<file path="src/verilog/dcs_pkg.sv">
// shared types and constants of the serial port clock source selector
package dcs_pkg;

   // -----------------------------------------------------------------
   // clock rates
   // -----------------------------------------------------------------
   localparam int CLK_SYS_HZ      = 100_000_000;
   localparam int OSC_FREQ_HZ     = 1_000_000;
   localparam int OSC_HALF_CYCLES = CLK_SYS_HZ / (2 * OSC_FREQ_HZ);
   localparam int OSC_CNT_W       = 16;

   // -----------------------------------------------------------------
   // transmit clock source setting
   // -----------------------------------------------------------------
   typedef enum logic [1:0] {
      TXS_IFACE = 2'b00,
      TXS_INT   = 2'b01,
      TXS_EXT   = 2'b10
   } dcs_txsrc_t;

   // -----------------------------------------------------------------
   // index of a clock level inside the switch source vector
   // -----------------------------------------------------------------
   typedef enum logic [1:0] {
      SRC_RC  = 2'b00,
      SRC_INT = 2'b01,
      SRC_EXT = 2'b10,
      SRC_FAR = 2'b11
   } dcs_src_t;

   // -----------------------------------------------------------------
   // switch states
   // -----------------------------------------------------------------
   typedef enum logic {
      SW_RUN  = 1'b0,
      SW_WAIT = 1'b1
   } dcs_sw_state_t;

   localparam dcs_src_t SRC_RESET = SRC_INT;

endpackage

</file>
<file path="src/verilog/dcs_clk_switch.sv">
// glitch-free selector of one clock level out of four sampled sources
module dcs_clk_switch
   import dcs_pkg::*;
(
   // clock and reset
   input  wire logic       clk_sys,
   input  wire logic       rst,
   // sources and selection
   input  wire logic [3:0] src_lvl,
   input  wire dcs_src_t   sel,
   // selected clock level and lock status
   output logic            clk_out,
   output logic            locked
);

   typedef struct packed {
      dcs_sw_state_t st;
      dcs_src_t      cur;
      logic          out;
   } dcs_sw_t;

   dcs_sw_t s_reg;
   dcs_sw_t s_next;

   // ------------------------------------------------------------------
   // switch: let the old clock finish its high phase, park low, then
   // hand over only while the new one is low as well
   // ------------------------------------------------------------------
   always_comb begin
      s_next = s_reg;
      case (s_reg.st)
         SW_RUN: begin
            s_next.out = src_lvl[s_reg.cur];
            if (sel != s_reg.cur) begin
               s_next.st = SW_WAIT;
            end
         end
         SW_WAIT: begin
            s_next.out = s_reg.out & src_lvl[s_reg.cur];
            if (!s_reg.out && !src_lvl[sel]) begin
               s_next.cur = sel;
               s_next.st  = SW_RUN;
            end
         end
         default: begin
            s_next.st = SW_RUN;
         end
      endcase
   end

   always_ff @(posedge clk_sys) begin
      if (rst) begin
         s_reg <= '{st: SW_RUN, cur: SRC_RESET, out: 1'b0};
      end else begin
         s_reg <= s_next;
      end
   end

   assign clk_out = s_reg.out;
   assign locked  = (s_reg.st == SW_RUN) && (s_reg.cur == sel);

endmodule

</file>
<file path="src/verilog/dcs_clock_select.sv">
// transmit and receive clock source selection of the synchronous port
module dcs_clock_select
   import dcs_pkg::*;
#(
   parameter int OSC_HALF = OSC_HALF_CYCLES
)
(
   // clock and reset
   input  wire logic       clk_sys,
   input  wire logic       rst,
   // settings, taken while the port is idle
   input  wire logic       cfg_dce_mode,
   input  wire logic       cfg_x21_mode,
   input  wire logic [1:0] cfg_tx_src,
   input  wire logic       cfg_rx_far,
   input  wire logic       port_idle,
   // clock pins
   input  wire logic       tc_i,
   output logic            tc_o,
   output logic            tc_oe,
   input  wire logic       rc_i,
   output logic            rc_o,
   output logic            rc_oe,
   input  wire logic       xtc_i,
   output logic            xtc_o,
   output logic            xtc_oe,
   input  wire logic       station_clock_input,
   // data pins
   input  wire logic       rx_data_pin,
   output logic            tx_data_pin,
   // user side
   input  wire logic       tx_bit,
   output logic            tx_bit_ready,
   output logic            rx_bit,
   output logic            rx_bit_valid
);

   typedef struct packed {
      logic [1:0]           tc_sy;
      logic [1:0]           rc_sy;
      logic [1:0]           xtc_sy;
      logic [1:0]           stn_sy;
      logic [1:0]           rd_sy;
      logic [OSC_CNT_W-1:0] osc_cnt;
      logic                 osc_lvl;
      logic                 dce;
      logic                 x21;
      dcs_txsrc_t           txs;
      logic                 rx_far;
      logic                 rx_prev;
      logic                 tx_prev;
      logic                 rx_bit;
      logic                 rx_valid;
      logic                 td;
   } dcs_st_t;

   localparam dcs_st_t ST_RESET = '{
      txs: TXS_INT, default: '0
   };
   localparam logic [OSC_CNT_W-1:0] OSC_LAST =
      OSC_CNT_W'(OSC_HALF - 1);

   dcs_st_t    s_reg;
   dcs_st_t    s_next;
   logic [3:0] src_lvl;
   dcs_src_t   tx_sel;
   dcs_src_t   rx_sel;
   logic       tx_clk;
   logic       rx_clk;
   logic       tx_locked;
   logic       rx_locked;
   logic       tx_fall;
   logic       rx_rise;

   // ------------------------------------------------------------------
   // source decode
   // ------------------------------------------------------------------
   function automatic dcs_src_t tx_source(input logic       x21,
                                          input dcs_txsrc_t txs);
      dcs_src_t r;
      r = SRC_INT;
      if (x21) begin
         r = SRC_FAR;
      end else begin
         case (txs)
            TXS_IFACE: r = SRC_FAR;
            TXS_INT:   r = SRC_INT;
            TXS_EXT:   r = SRC_EXT;
            default:   r = SRC_INT;
         endcase
      end
      return r;
   endfunction

   function automatic dcs_src_t rx_source(input logic       dce,
                                          input logic       x21,
                                          input dcs_txsrc_t txs,
                                          input logic       far);
      dcs_src_t r;
      r = tx_source(x21, txs);
      if (x21) begin
         r = SRC_FAR;
      end else if (dce) begin
         if (far) begin
            r = SRC_FAR;
         end
      end else if (txs == TXS_IFACE || far) begin
         r = SRC_RC;
      end
      return r;
   endfunction

   // far clock slot: TC as terminal, XTC as data set
   assign src_lvl = {s_reg.dce ? s_reg.xtc_sy[1] : s_reg.tc_sy[1],
                     s_reg.stn_sy[1], s_reg.osc_lvl, s_reg.rc_sy[1]};
   assign tx_sel  = tx_source(s_reg.x21, s_reg.txs);
   assign rx_sel  = rx_source(s_reg.dce, s_reg.x21, s_reg.txs,
                              s_reg.rx_far);

   dcs_clk_switch u_tx_switch (
      .clk_sys (clk_sys),
      .rst     (rst),
      .src_lvl (src_lvl),
      .sel     (tx_sel),
      .clk_out (tx_clk),
      .locked  (tx_locked)
   );

   dcs_clk_switch u_rx_switch (
      .clk_sys (clk_sys),
      .rst     (rst),
      .src_lvl (src_lvl),
      .sel     (rx_sel),
      .clk_out (rx_clk),
      .locked  (rx_locked)
   );

   assign tx_fall = s_reg.tx_prev & ~tx_clk;
   assign rx_rise = ~s_reg.rx_prev & rx_clk;

   // ------------------------------------------------------------------
   // state update
   // ------------------------------------------------------------------
   always_comb begin
      s_next        = s_reg;
      s_next.tc_sy  = {s_reg.tc_sy[0], tc_i};
      s_next.rc_sy  = {s_reg.rc_sy[0], rc_i};
      s_next.xtc_sy = {s_reg.xtc_sy[0], xtc_i};
      s_next.stn_sy = {s_reg.stn_sy[0], station_clock_input};
      s_next.rd_sy  = {s_reg.rd_sy[0], rx_data_pin};
      // internal oscillator made from the system clock
      if (s_reg.osc_cnt >= OSC_LAST) begin
         s_next.osc_cnt = '0;
         s_next.osc_lvl = ~s_reg.osc_lvl;
      end else begin
         s_next.osc_cnt = s_reg.osc_cnt + OSC_CNT_W'(1);
      end
      // settings taken only while idle so no frame sees a switch
      if (port_idle) begin
         s_next.dce    = cfg_dce_mode;
         s_next.x21    = cfg_x21_mode;
         s_next.txs    = dcs_txsrc_t'(cfg_tx_src);
         s_next.rx_far = cfg_rx_far;
      end
      s_next.rx_prev  = rx_clk;
      s_next.tx_prev  = tx_clk;
      s_next.rx_valid = rx_rise;
      if (rx_rise) begin
         s_next.rx_bit = s_reg.rd_sy[1];
      end
      // launch on the falling edge so the far end samples on the rise
      if (tx_fall) begin
         s_next.td = tx_bit;
      end
   end

   always_ff @(posedge clk_sys) begin
      if (rst) begin
         s_reg <= ST_RESET;
      end else begin
         s_reg <= s_next;
      end
   end

   // ------------------------------------------------------------------
   // pins
   // ------------------------------------------------------------------
   assign xtc_o        = tx_clk;
   assign xtc_oe       = ~s_reg.dce & ~s_reg.x21;
   assign tc_o         = tx_clk;
   assign tc_oe        = s_reg.dce;
   assign rc_o         = tx_clk;
   assign rc_oe        = s_reg.dce & ~s_reg.x21;
   assign tx_data_pin  = s_reg.td;
   assign tx_bit_ready = tx_fall;
   assign rx_bit       = s_reg.rx_bit;
   assign rx_bit_valid = s_reg.rx_valid;
endmodule

</file>
<file path="config.mk">
export PLATFORM = sky130hd
export DESIGN_NAME = dcs_clock_select
export DESIGN_NICKNAME = d
export VERILOG_FILES = /design/src/verilog/dcs_pkg.sv /design/src/verilog/dcs_clk_switch.sv /design/src/verilog/dcs_clock_select.sv
export SDC_FILE = /design/constraint.sdc
export NUM_CORES = 1
export LEC_CHECK = 0
export CORE_MARGIN = 1
export CORE_UTILIZATION = 45
export DETAILED_ROUTE_END_ITERATION = 8
export DONT_BUFFER_PORTS = 1
export GPL_ROUTABILITY_DRIVEN = 1
export GPL_TIMING_DRIVEN = 1
export PLACE_DENSITY = 0.7
export SYNTH_ARGS = -nofsm -noshare
export SYNTH_HDL_FRONTEND = slang
export SYNTH_HIERARCHICAL = 1
export SYNTH_SLANG_ARGS = --single-unit
export TNS_END_PERCENT = 5
</file>
<file path="constraint.sdc">
create_clock -name clk_sys -period 1.76 [get_ports clk_sys]
set_input_delay 0.088 -clock clk_sys [delete_from_list [all_inputs] [get_ports clk_sys]]
set_output_delay 0.088 -clock clk_sys [all_outputs]
set_load 0.01 [all_outputs]
</file>
==> results of run 1 <==
[critical path, cell delays in order, from the launching register on]
cell     delay, ns
dfxtp_1       0.38
inv_1         0.08
ha_1          0.19
nor4b_2       0.21
nor2_1        0.10
or4_4         0.47
nor2_1        0.14
[worst max-delay path by stage]
stage / startpoint / to / slack (ns) / depth (start not counted)
6_report: s_reg[12] / s_reg[15] / 0.13 / 6
5_1_grt: s_reg[8] / u_rx_switch/s_reg[3] / 0.01 / 6
4_1_cts: s_reg[12] / s_reg[15] / 0.01 / 6
3_5_place_dp: s_reg[12] / s_reg[15] / 0.03 / 6
3_3_place_gp: s_reg[12] / s_reg[16] / 0.14 / 6
2_1_floorplan: s_reg[21] / s_reg[13] / 0.17 / 4
[area by class of cell]
type,count,area share (%)
inverters,4,0.719
clock buffers,6,3.96
well taps,48,2.88
flip-flops and latches,45,43.2
repair buffers,20,9.35
multi-input cells,113,39.6
clock inverters,1,0.360
[where the power goes]
group | switching [mW] | internal [mW] | total, mW
registers | 0.0439 | 1.07 | 1.12
logic | 0.0935 | 0.127 | 0.221
clock network | 0.333 | 0.310 | 0.643
total | 0.470 | 1.51 | 1.98
[routing by layer]
metal / vias up / global-route usage, % / share of wire [%]
li1: 581 / - / -
met1: 572 / 17.0 / 42
met2: 24 / 27.4 / 52
met3: 6 / 5.89 / 4.1
met4: 0 / 7.39 / 1.6
met5: - / 0 / 0
[cell families after synthesis]
family	count (synthesis)	synth area share, %
AND/OR/NAND/NOR	66	23.1
flip-flops	45	52.2
multiplexers	15	10.2
AO/OA/AOI/OAI	11	5.29
buffers and inverters	10	2.68
XOR/XNOR	8	4.06
adder cells (fa/ha/maj)	3	2.18
other	1	0.217
[layout by cell type, fill, tap and decap left out, types with 3 or more instances in the layout]
cell           count
a21oi_1            3
nor3b_2            6
inv_1              4
mux2i_1           11
dfxtp_1           45
clkbuf_8           6
conb_1            10
ha_1               3
nor2b_1           20
dlygate4sd3_1     18
xor2_1             7
nand2_1            3
nor3_1             3
nand3_1            3
nor2_1            20
[what timing repair did]
action,4_1_cts,5_1_grt
setup endpoints to repair,0,7
hold buffers,17,1
resized for setup,0,3
endpoints found under the hold margin,28,1
setup buffers,0,0
==> qor.yml, run 1 <==
status: "finished clean"
rows: 22
async_flop_share_pct: 0
fin_crit_ns: 1.63
gr-total-overflow: 0
dr.pass1.iters: 4
fin_skew_ns: 0.00333
leakage_nw: 0.848
min_path_type: "register to register"
synth_edf_count: 0
setup_viol: 0
dpl.cell_count: 212
drt-total-wl_mm: 3.04
power_mw: 1.98
h-tree-depth: 2
dieArea_um2: 4090
worstReg2RegStart: "s_reg[12]"
grt_use_total_pct: 15.8
relSlewSlack_pct: 24.3
powerDensity_nw_per_um2: 949
synth_area_um2: 1730
pre_cts_slack_ns: 0.0345
finalCritPeriodShare_pct: 92.7
timing.fmax_mhz: 613
reg2regPathDepth: 6
start_util_pct: 47.1
wl_per_cell_um: 12.8
area_growth_syn_to_layout_pct: 21.0
grt_pass1_wl_mm: 4.77
cts.sink_count: 45
final_cells: 237
gp_congestion: 0.802
hold_path_end: "s_reg[36]"
hold_viol_final: 0
drc: 0
maxCapViolCount: 0
synth_top_area_share_pct: 52.2
die_y_um: 63.9
seqCellArea_um2: 901
core_region_area_um2: 3660
regToRegEndpoint: "s_reg[15]"
root_buffer: "clkbuf_8"
cp_data_required_time_ns: 2.00
largest_reg_flops: 28
via_per_inst: 4.99
pin_count: 24
grt_pass1_vias: 1109
whs_ns: 0.445
ff2ff_setup_slack_ns: 0.13
synthCells: 159
setup_tns_ns: 0
fillCellCount: 310
via_count: 1183
place_area_um2: 1800
clock_latency_ns: 0.30
start_kind: "register"
min_from: "s_next[36]"
dpl.hpwl_mm: 1.88
min_delay_path_depth: 1
finalNetCount: 206
crit_path_max_fanout: 6
antenna_found_initial: 0
synth_top_area_cell: "dfxtp_1"
numPortBuffers: 0
multiInputGateArea_um2: 826
fin_area_um2: 2090
syn_avg_cell_area_um2: 10.9
cts-buffers-inserted: 5
ir_worst_vdd_v: 0.000615
clockBufferDepth: 2
ys_types: 33
yosys_register_bits: 45
synth-seq-area-share_pct: 52.2
worstPathArrival_ns: 1.87
utilization_pct: 57.0
dieWidth_um: 63.9
layout_setup_ws_ns: 0.128
grt_max_degree: 30
antenna_left: 0
drive_above_1_share_pct: 13.2
cts_tree: "yes"
ys_top_cells_by_count: "dfxtp_1 (45), nor2_1 (20), nor2b_1 (20)"
cts.clk_slew.worst_paths_ns: 0.08
antenna_cells: 0
rsz0062_at_grt: "no"
synthFlopType: "dfxtp_1"
synth_most_common_cell: "dfxtp_1"
tightest_slew_ns: 1.13
worstSetupPathType: "register to register"
drt_iter0_drc: 92
yosysWarnings: 6
final-max-slew-violation-count: 0
endpoint_kind: "register"
synth.area.top_cells: "dfxtp_1 (52%), nor2b_1 (7.3%), mux2i_1 (7.0%), nor2_1 (4.4%), nor3b_2 (4.4%)"
No activity file was read; power rests on OpenSTA's default activity.
==> inputs of run 2 (changes only) <==
==> constraint.sdc (replaced) <==
create_clock -name clk_sys -period 1.76 [get_ports clk_sys]
set_input_delay 0.264 -clock clk_sys [delete_from_list [all_inputs] [get_ports clk_sys]]
set_output_delay 0.264 -clock clk_sys [all_outputs]
set_load 0.01 [all_outputs]
==> run 2 against run 1 <==
Net effect: flip-flop and latch count did not move; first-iteration DRC count fell by 21%; clock power barely moved.
==> qor.yml, run 2 (synthesis gave the netlist of run 1 again) <==
status: "finished clean"
antenna_found_initial: 0
drt-total-wl_mm: 2.74
start_util_pct: 47.1
clockBufferDepth: 2
antenna_cells: 0
layout_setup_ws_ns: 0.139
dr.pass1.iters: 4
cts.sink_count: 45
worstReg2RegStart: "s_reg[12]"
clock_latency_ns: 0.30
dieArea_um2: 4090
dpl.hpwl_mm: 1.88
whs_ns: 0.0248
timing.fmax_mhz: 617
ff2ff_setup_slack_ns: 0.14
powerDensity_nw_per_um2: 1010
core_region_area_um2: 3660
endpoint_kind: "register"
fillCellCount: 327
start_kind: "register"
antenna_left: 0
crit_path_max_fanout: 6
cts-buffers-inserted: 5
fin_skew_ns: 0.00352
layout_commonest_cell: "dfxtp_1"
reg2regPathDepth: 6
finalNetCount: 188
drive_above_1_share_pct: 14.0
wl_per_cell_um: 12.5
rows: 22
drc: 0
rsz0062_at_grt: "no"
worstPathArrival_ns: 1.86
cts_hold_buf: 0
via_per_inst: 5.00
grt_use_total_pct: 14.7
cts.clk_slew.worst_paths_ns: 0.08
dieWidth_um: 63.9
maxCapViolCount: 0
regToRegEndpoint: "s_reg[15]"
root_buffer: "clkbuf_8"
pin_count: 24
leakage_nw: 0.780
worstSetupPathType: "register to register"
grt_max_degree: 31
area_growth_syn_to_layout_pct: 10.3
setup_viol: 0
final-max-slew-violation-count: 0
min_from: "rst"
numPortBuffers: 0
die_y_um: 63.9
hold_path_end: "rx_bit_valid"
cp_data_required_time_ns: 2.00
ir_worst_vdd_v: 0.000609
h-tree-depth: 2
min_path_type: "input pin to register"
largest_reg_flops: 28
drt_iter0_drc: 73
fin_crit_ns: 1.62
grt_pass1_vias: 1025
gr-total-overflow: 0
hold_viol_final: 0
pre_cts_slack_ns: 0.0345
via_count: 1094
finalCritPeriodShare_pct: 92.1
gp_congestion: 0.802
cts_setup_buffers: 0
grt_pass1_wl_mm: 4.42
setup_tns_ns: 0
layout_common_cells: "dfxtp_1 (45), nor2b_1 (20), nor2_1 (20)"
cts_tree: "yes"
min_delay_path_depth: 1
run 2: cell types whose count changed in the layout (fill, tap and decap cells not counted):
cell	change
mux2i_1	+1
dlygate4sd3_1	-18
mux2i_2	-1
run 2: area by class of cell:
type                       count  area [µm²]  area share [%]
clock buffer                   6        82.6            4.34
inverter                       4        15.0           0.789
timing repair buffer           2        15.0           0.789
multi-input combinational    113         822            43.2
sequential                    45         901            47.3
clock inverter                 1        7.51           0.394
tap                           48        60.1            3.16
run 2: through the flow:
| step | instance area [µm²] | std cells | total power [mW] | util (%) |
|---|---|---|---|---|
| 2_1_floorplan | 1760 | 168 | 1.29 | - |
| 3_3_place_gp | 1800 | 212 | 1.30 | 49.2 |
| 3_5_place_dp | 1800 | 212 | 1.31 | 49.2 |
| 4_1_cts | 1890 | 219 | 1.94 | 51.7 |
| 5_1_grt | 1900 | 219 | 2.02 | 52.0 |
| 6_report | 1900 | 219 | 1.93 | 52.0 |
run 2: critical path: stages, from the launching register on:
cell and delay [ns]:
dfxtp_1 0.38, inv_1 0.08, ha_1 0.19, nor4b_2 0.21, nor2_1 0.10, or4_4 0.47, nor2_1 0.13
run 2: worst max path at each step:
stage | slack, ns | to | from | depth (start not counted)
2_1_floorplan | 0.17 | s_reg[13] | s_reg[21] | 4
6_report | 0.14 | s_reg[15] | s_reg[12] | 6
5_1_grt | 0.03 | s_reg[15] | s_reg[12] | 6
3_5_place_dp | 0.03 | s_reg[15] | s_reg[12] | 6
4_1_cts | 0.01 | s_reg[15] | s_reg[12] | 6
3_3_place_gp | 0.14 | s_reg[16] | s_reg[12] | 6
run 2: timing repair:
action                     CTS  global route
setup endpoints to repair    0             6
gates resized for setup      0             2
hold endpoints to repair     0             0
run 2: power by group:
group	leakage, nW	internal (mW)	switching (mW)
Sequential	0.371	1.07	0.0431
Combinational	0.366	0.0964	0.0745
Clock	0.0433	0.310	0.332
run 2: layer usage:
metal / GRT usage [%] / share of wire [%] / vias up / routed length [µm]
met2: 24.3 / 49 / 24 / 1350
met3: 5.89 / 5.4 / 6 / 148
met4: 7.39 / 1.6 / 0 / 45
met5: 0 / 0 / - / 0
li1: - / - / 544 / -
met1: 16.1 / 44 / 520 / 1200
==> inputs of run 3 (changes only) <==
--- a/config.mk
+++ b/config.mk
@@ -5,6 +5,7 @@
 export SDC_FILE = /design/constraint.sdc
 export NUM_CORES = 1
 export LEC_CHECK = 0
+export ABC_AREA = 1
 export CORE_MARGIN = 1
 export CORE_UTILIZATION = 45
 export DETAILED_ROUTE_END_ITERATION = 8
==> run 3 against run 2 <==
Net effect: count of clock-buffer cells in the layout fell by 1; clock power up 2%; final cell count grew 35%; synthesized cell count increased by 45%; synthesized area up 5.9%; clock skew grew 0.0031 ns; global-route usage increased by 1.3 points; total power grew 13%; setup slack improved by 0.19 ns; combinational power grew 110%; via count grew 21%.
==> qor.yml, run 3 <==
status: "finished clean"
fin_skew_ns: 0.00660
yosys_register_bits: 45
antenna_found_initial: 0
rows: 22
power_mw: 2.18
gp_congestion: 0.899
grt_use_total_pct: 16.0
dr.pass1.iters: 4
start_util_pct: 48.5
drt-total-wl_mm: 2.91
antenna_cells: 0
synth.area.top_cells: "dfxtp_1 (49%), inv_1 (9.7%), nor2_1 (7.2%), nand2_1 (6.6%), nand3_2 (4.4%)"
dieWidth_um: 65.7
min_path_type: "input pin to register"
cts.sink_count: 45
synthCells: 230
crit_path_max_fanout: 6
layout_commonest_cell: "inv_1"
timing.fmax_mhz: 701
synth-seq-area-share_pct: 49.3
layout_common_cells: "inv_1 (47), dfxtp_1 (45), nor2_1 (35)"
cts.clk_slew.worst_paths_ns: 0.09
die_y_um: 65.7
grt_max_degree: 20
cts-buffers-inserted: 5
final-max-slew-violation-count: 0
leakage_nw: 0.945
critPathSlowestCell: "dfxtp_1"
drt_iter0_drc: 66
synth_top_area_share_pct: 49.3
dieArea_um2: 4320
numPortBuffers: 0
pre_cts_slack_ns: 0.206
wl_per_cell_um: 9.85
dpl.hpwl_mm: 2.19
grt.met1_usage_pct: 17.8
via_per_inst: 4.50
cp_cell_sequence: "inv_1 > nand3_1 > nor2_1 > a21oi_2 > nand2_1 > nand3_2 > nand3_2 > nand2_1 > nand3_1"
ys_types: 23
cts_tree: "yes"
root_buffer: "clkbuf_8"
worstSetupPathType: "register to register"
cp_num_buf_inv: 1
async_flop_share_pct: 0
setup_tns_ns: 0
antenna_left: 0
ir_worst_vdd_v: 0.000688
clock_latency_ns: 0.30
gr-total-overflow: 0
start_kind: "register"
synth_most_common_cell: "inv_1"
largest_reg_flops: 28
hold_viol_final: 0
grt_pass1_vias: 1262
critical-path-max-stage-delay_ns: 0.36
synthFlopType: "dfxtp_1"
finalNetCount: 263
cpLargestDelayFamily: "simple AND/OR/NAND/NOR gates"
setup_viol: 0
core_region_area_um2: 3770
use_met2_pct: 25.6
ys_top_cells_by_count: "inv_1 (47), dfxtp_1 (45), nor2_1 (35)"
pin_count: 24
grt_pass1_wl_mm: 5.03
synth_edf_count: 0
area_growth_syn_to_layout_pct: 10.7
via_count: 1328
drc: 0
h-tree-depth: 2
layout_setup_ws_ns: 0.334
utilization_pct: 53.7
synth_top_area_cell: "dfxtp_1"
clockBufferDepth: 2
powerDensity_nw_per_um2: 1080
yosysWarnings: 6
fin_crit_ns: 1.43
grt.busiest_layer: "met2"
drive_above_1_share_pct: 14.2
worstPathArrival_ns: 1.62
cp_data_required_time_ns: 1.95
finalCritPeriodShare_pct: 81.0
endpoint_kind: "register"
synth_area_um2: 1830
maxCapViolCount: 0
syn_avg_cell_area_um2: 7.95
whs_ns: 0.0205
met3_usage_pct: 6.42
rsz0062_at_grt: "no"
[run 3: cell types whose count changed after synthesis, sizes merged, moves of 3 or more]
cell    previous run  this run
inv                4        49
nor3b              6         0
xor2               7         1
nand2              3        34
o21ai              0         9
nor2b             20         0
nor2              20        42
nand3              3        17
mux2i             12         0
a21oi              3        16
clkbuf             3         0
[run 3: metrics by stage]
| stage | std cells | area, µm² |
|---|---|---|
| floorplan | 239 | 1860 |
| global placement | 286 | 1920 |
| detailed placement | 286 | 1920 |
| CTS | 294 | 2010 |
| global route | 295 | 2020 |
| finish | 295 | 2020 |
[run 3: cells by family (layout without fill, tap and decap cells)]
kind of cell	count (synthesis)	count (layout)	synth area share (%)
fa+ha+maj	3	3	2.05
flops	45	45	49.3
buf+inv	52	60	11.2
compound gates	27	27	8.08
simple gates	98	98	27.3
other cells	1	10	0.205
xor+xnor	4	4	1.92
[run 3: worst paths after layout]
path	slack, ns	start	end	cells past startpoint
worst min-delay path	0.02	rst	s_next[28]	1
worst max register to register	0.33	s_reg[6]	u_rx_switch/s_reg[1]	9
worst min register to register	0.40	s_next[32]	s_reg[32]	2
worst max-delay path	0.33	s_reg[6]	u_rx_switch/s_reg[1]	9
[run 3: timing repair]
item / CTS / global route
setup endpoints to repair: 0 / 2
setup buffers: 0 / 0
hold endpoints to repair: 0 / 1
hold buffers: 0 / 1
resized for setup: 0 / 1
[run 3: layout make-up]
| type | instances | area, µm² |
|---|---|---|
| clock buffer | 5 | 68.8 |
| clock inverter | 3 | 25.0 |
| fill | 357 | 1750 |
| inverter | 49 | 184 |
| multi-input combinational | 142 | 761 |
| sequential | 45 | 901 |
| tap | 48 | 60.1 |
| timing repair buffer | 3 | 25.0 |
[run 3: power breakdown]
part	internal [mW]	total [mW]	switching (mW)	leakage, nW
registers	1.11	1.17	0.0680	0.372
clock network	0.286	0.657	0.370	0.0447
logic	0.138	0.354	0.216	0.528
total	1.53	2.18	0.654	0.945
[run 3: per-layer routing]
layer / up-vias / routed length, µm
met5: - / 0
met4: 0 / 64
met3: 6 / 185
met2: 25 / 1280
met1: 577 / 1380
li1: 720 / -
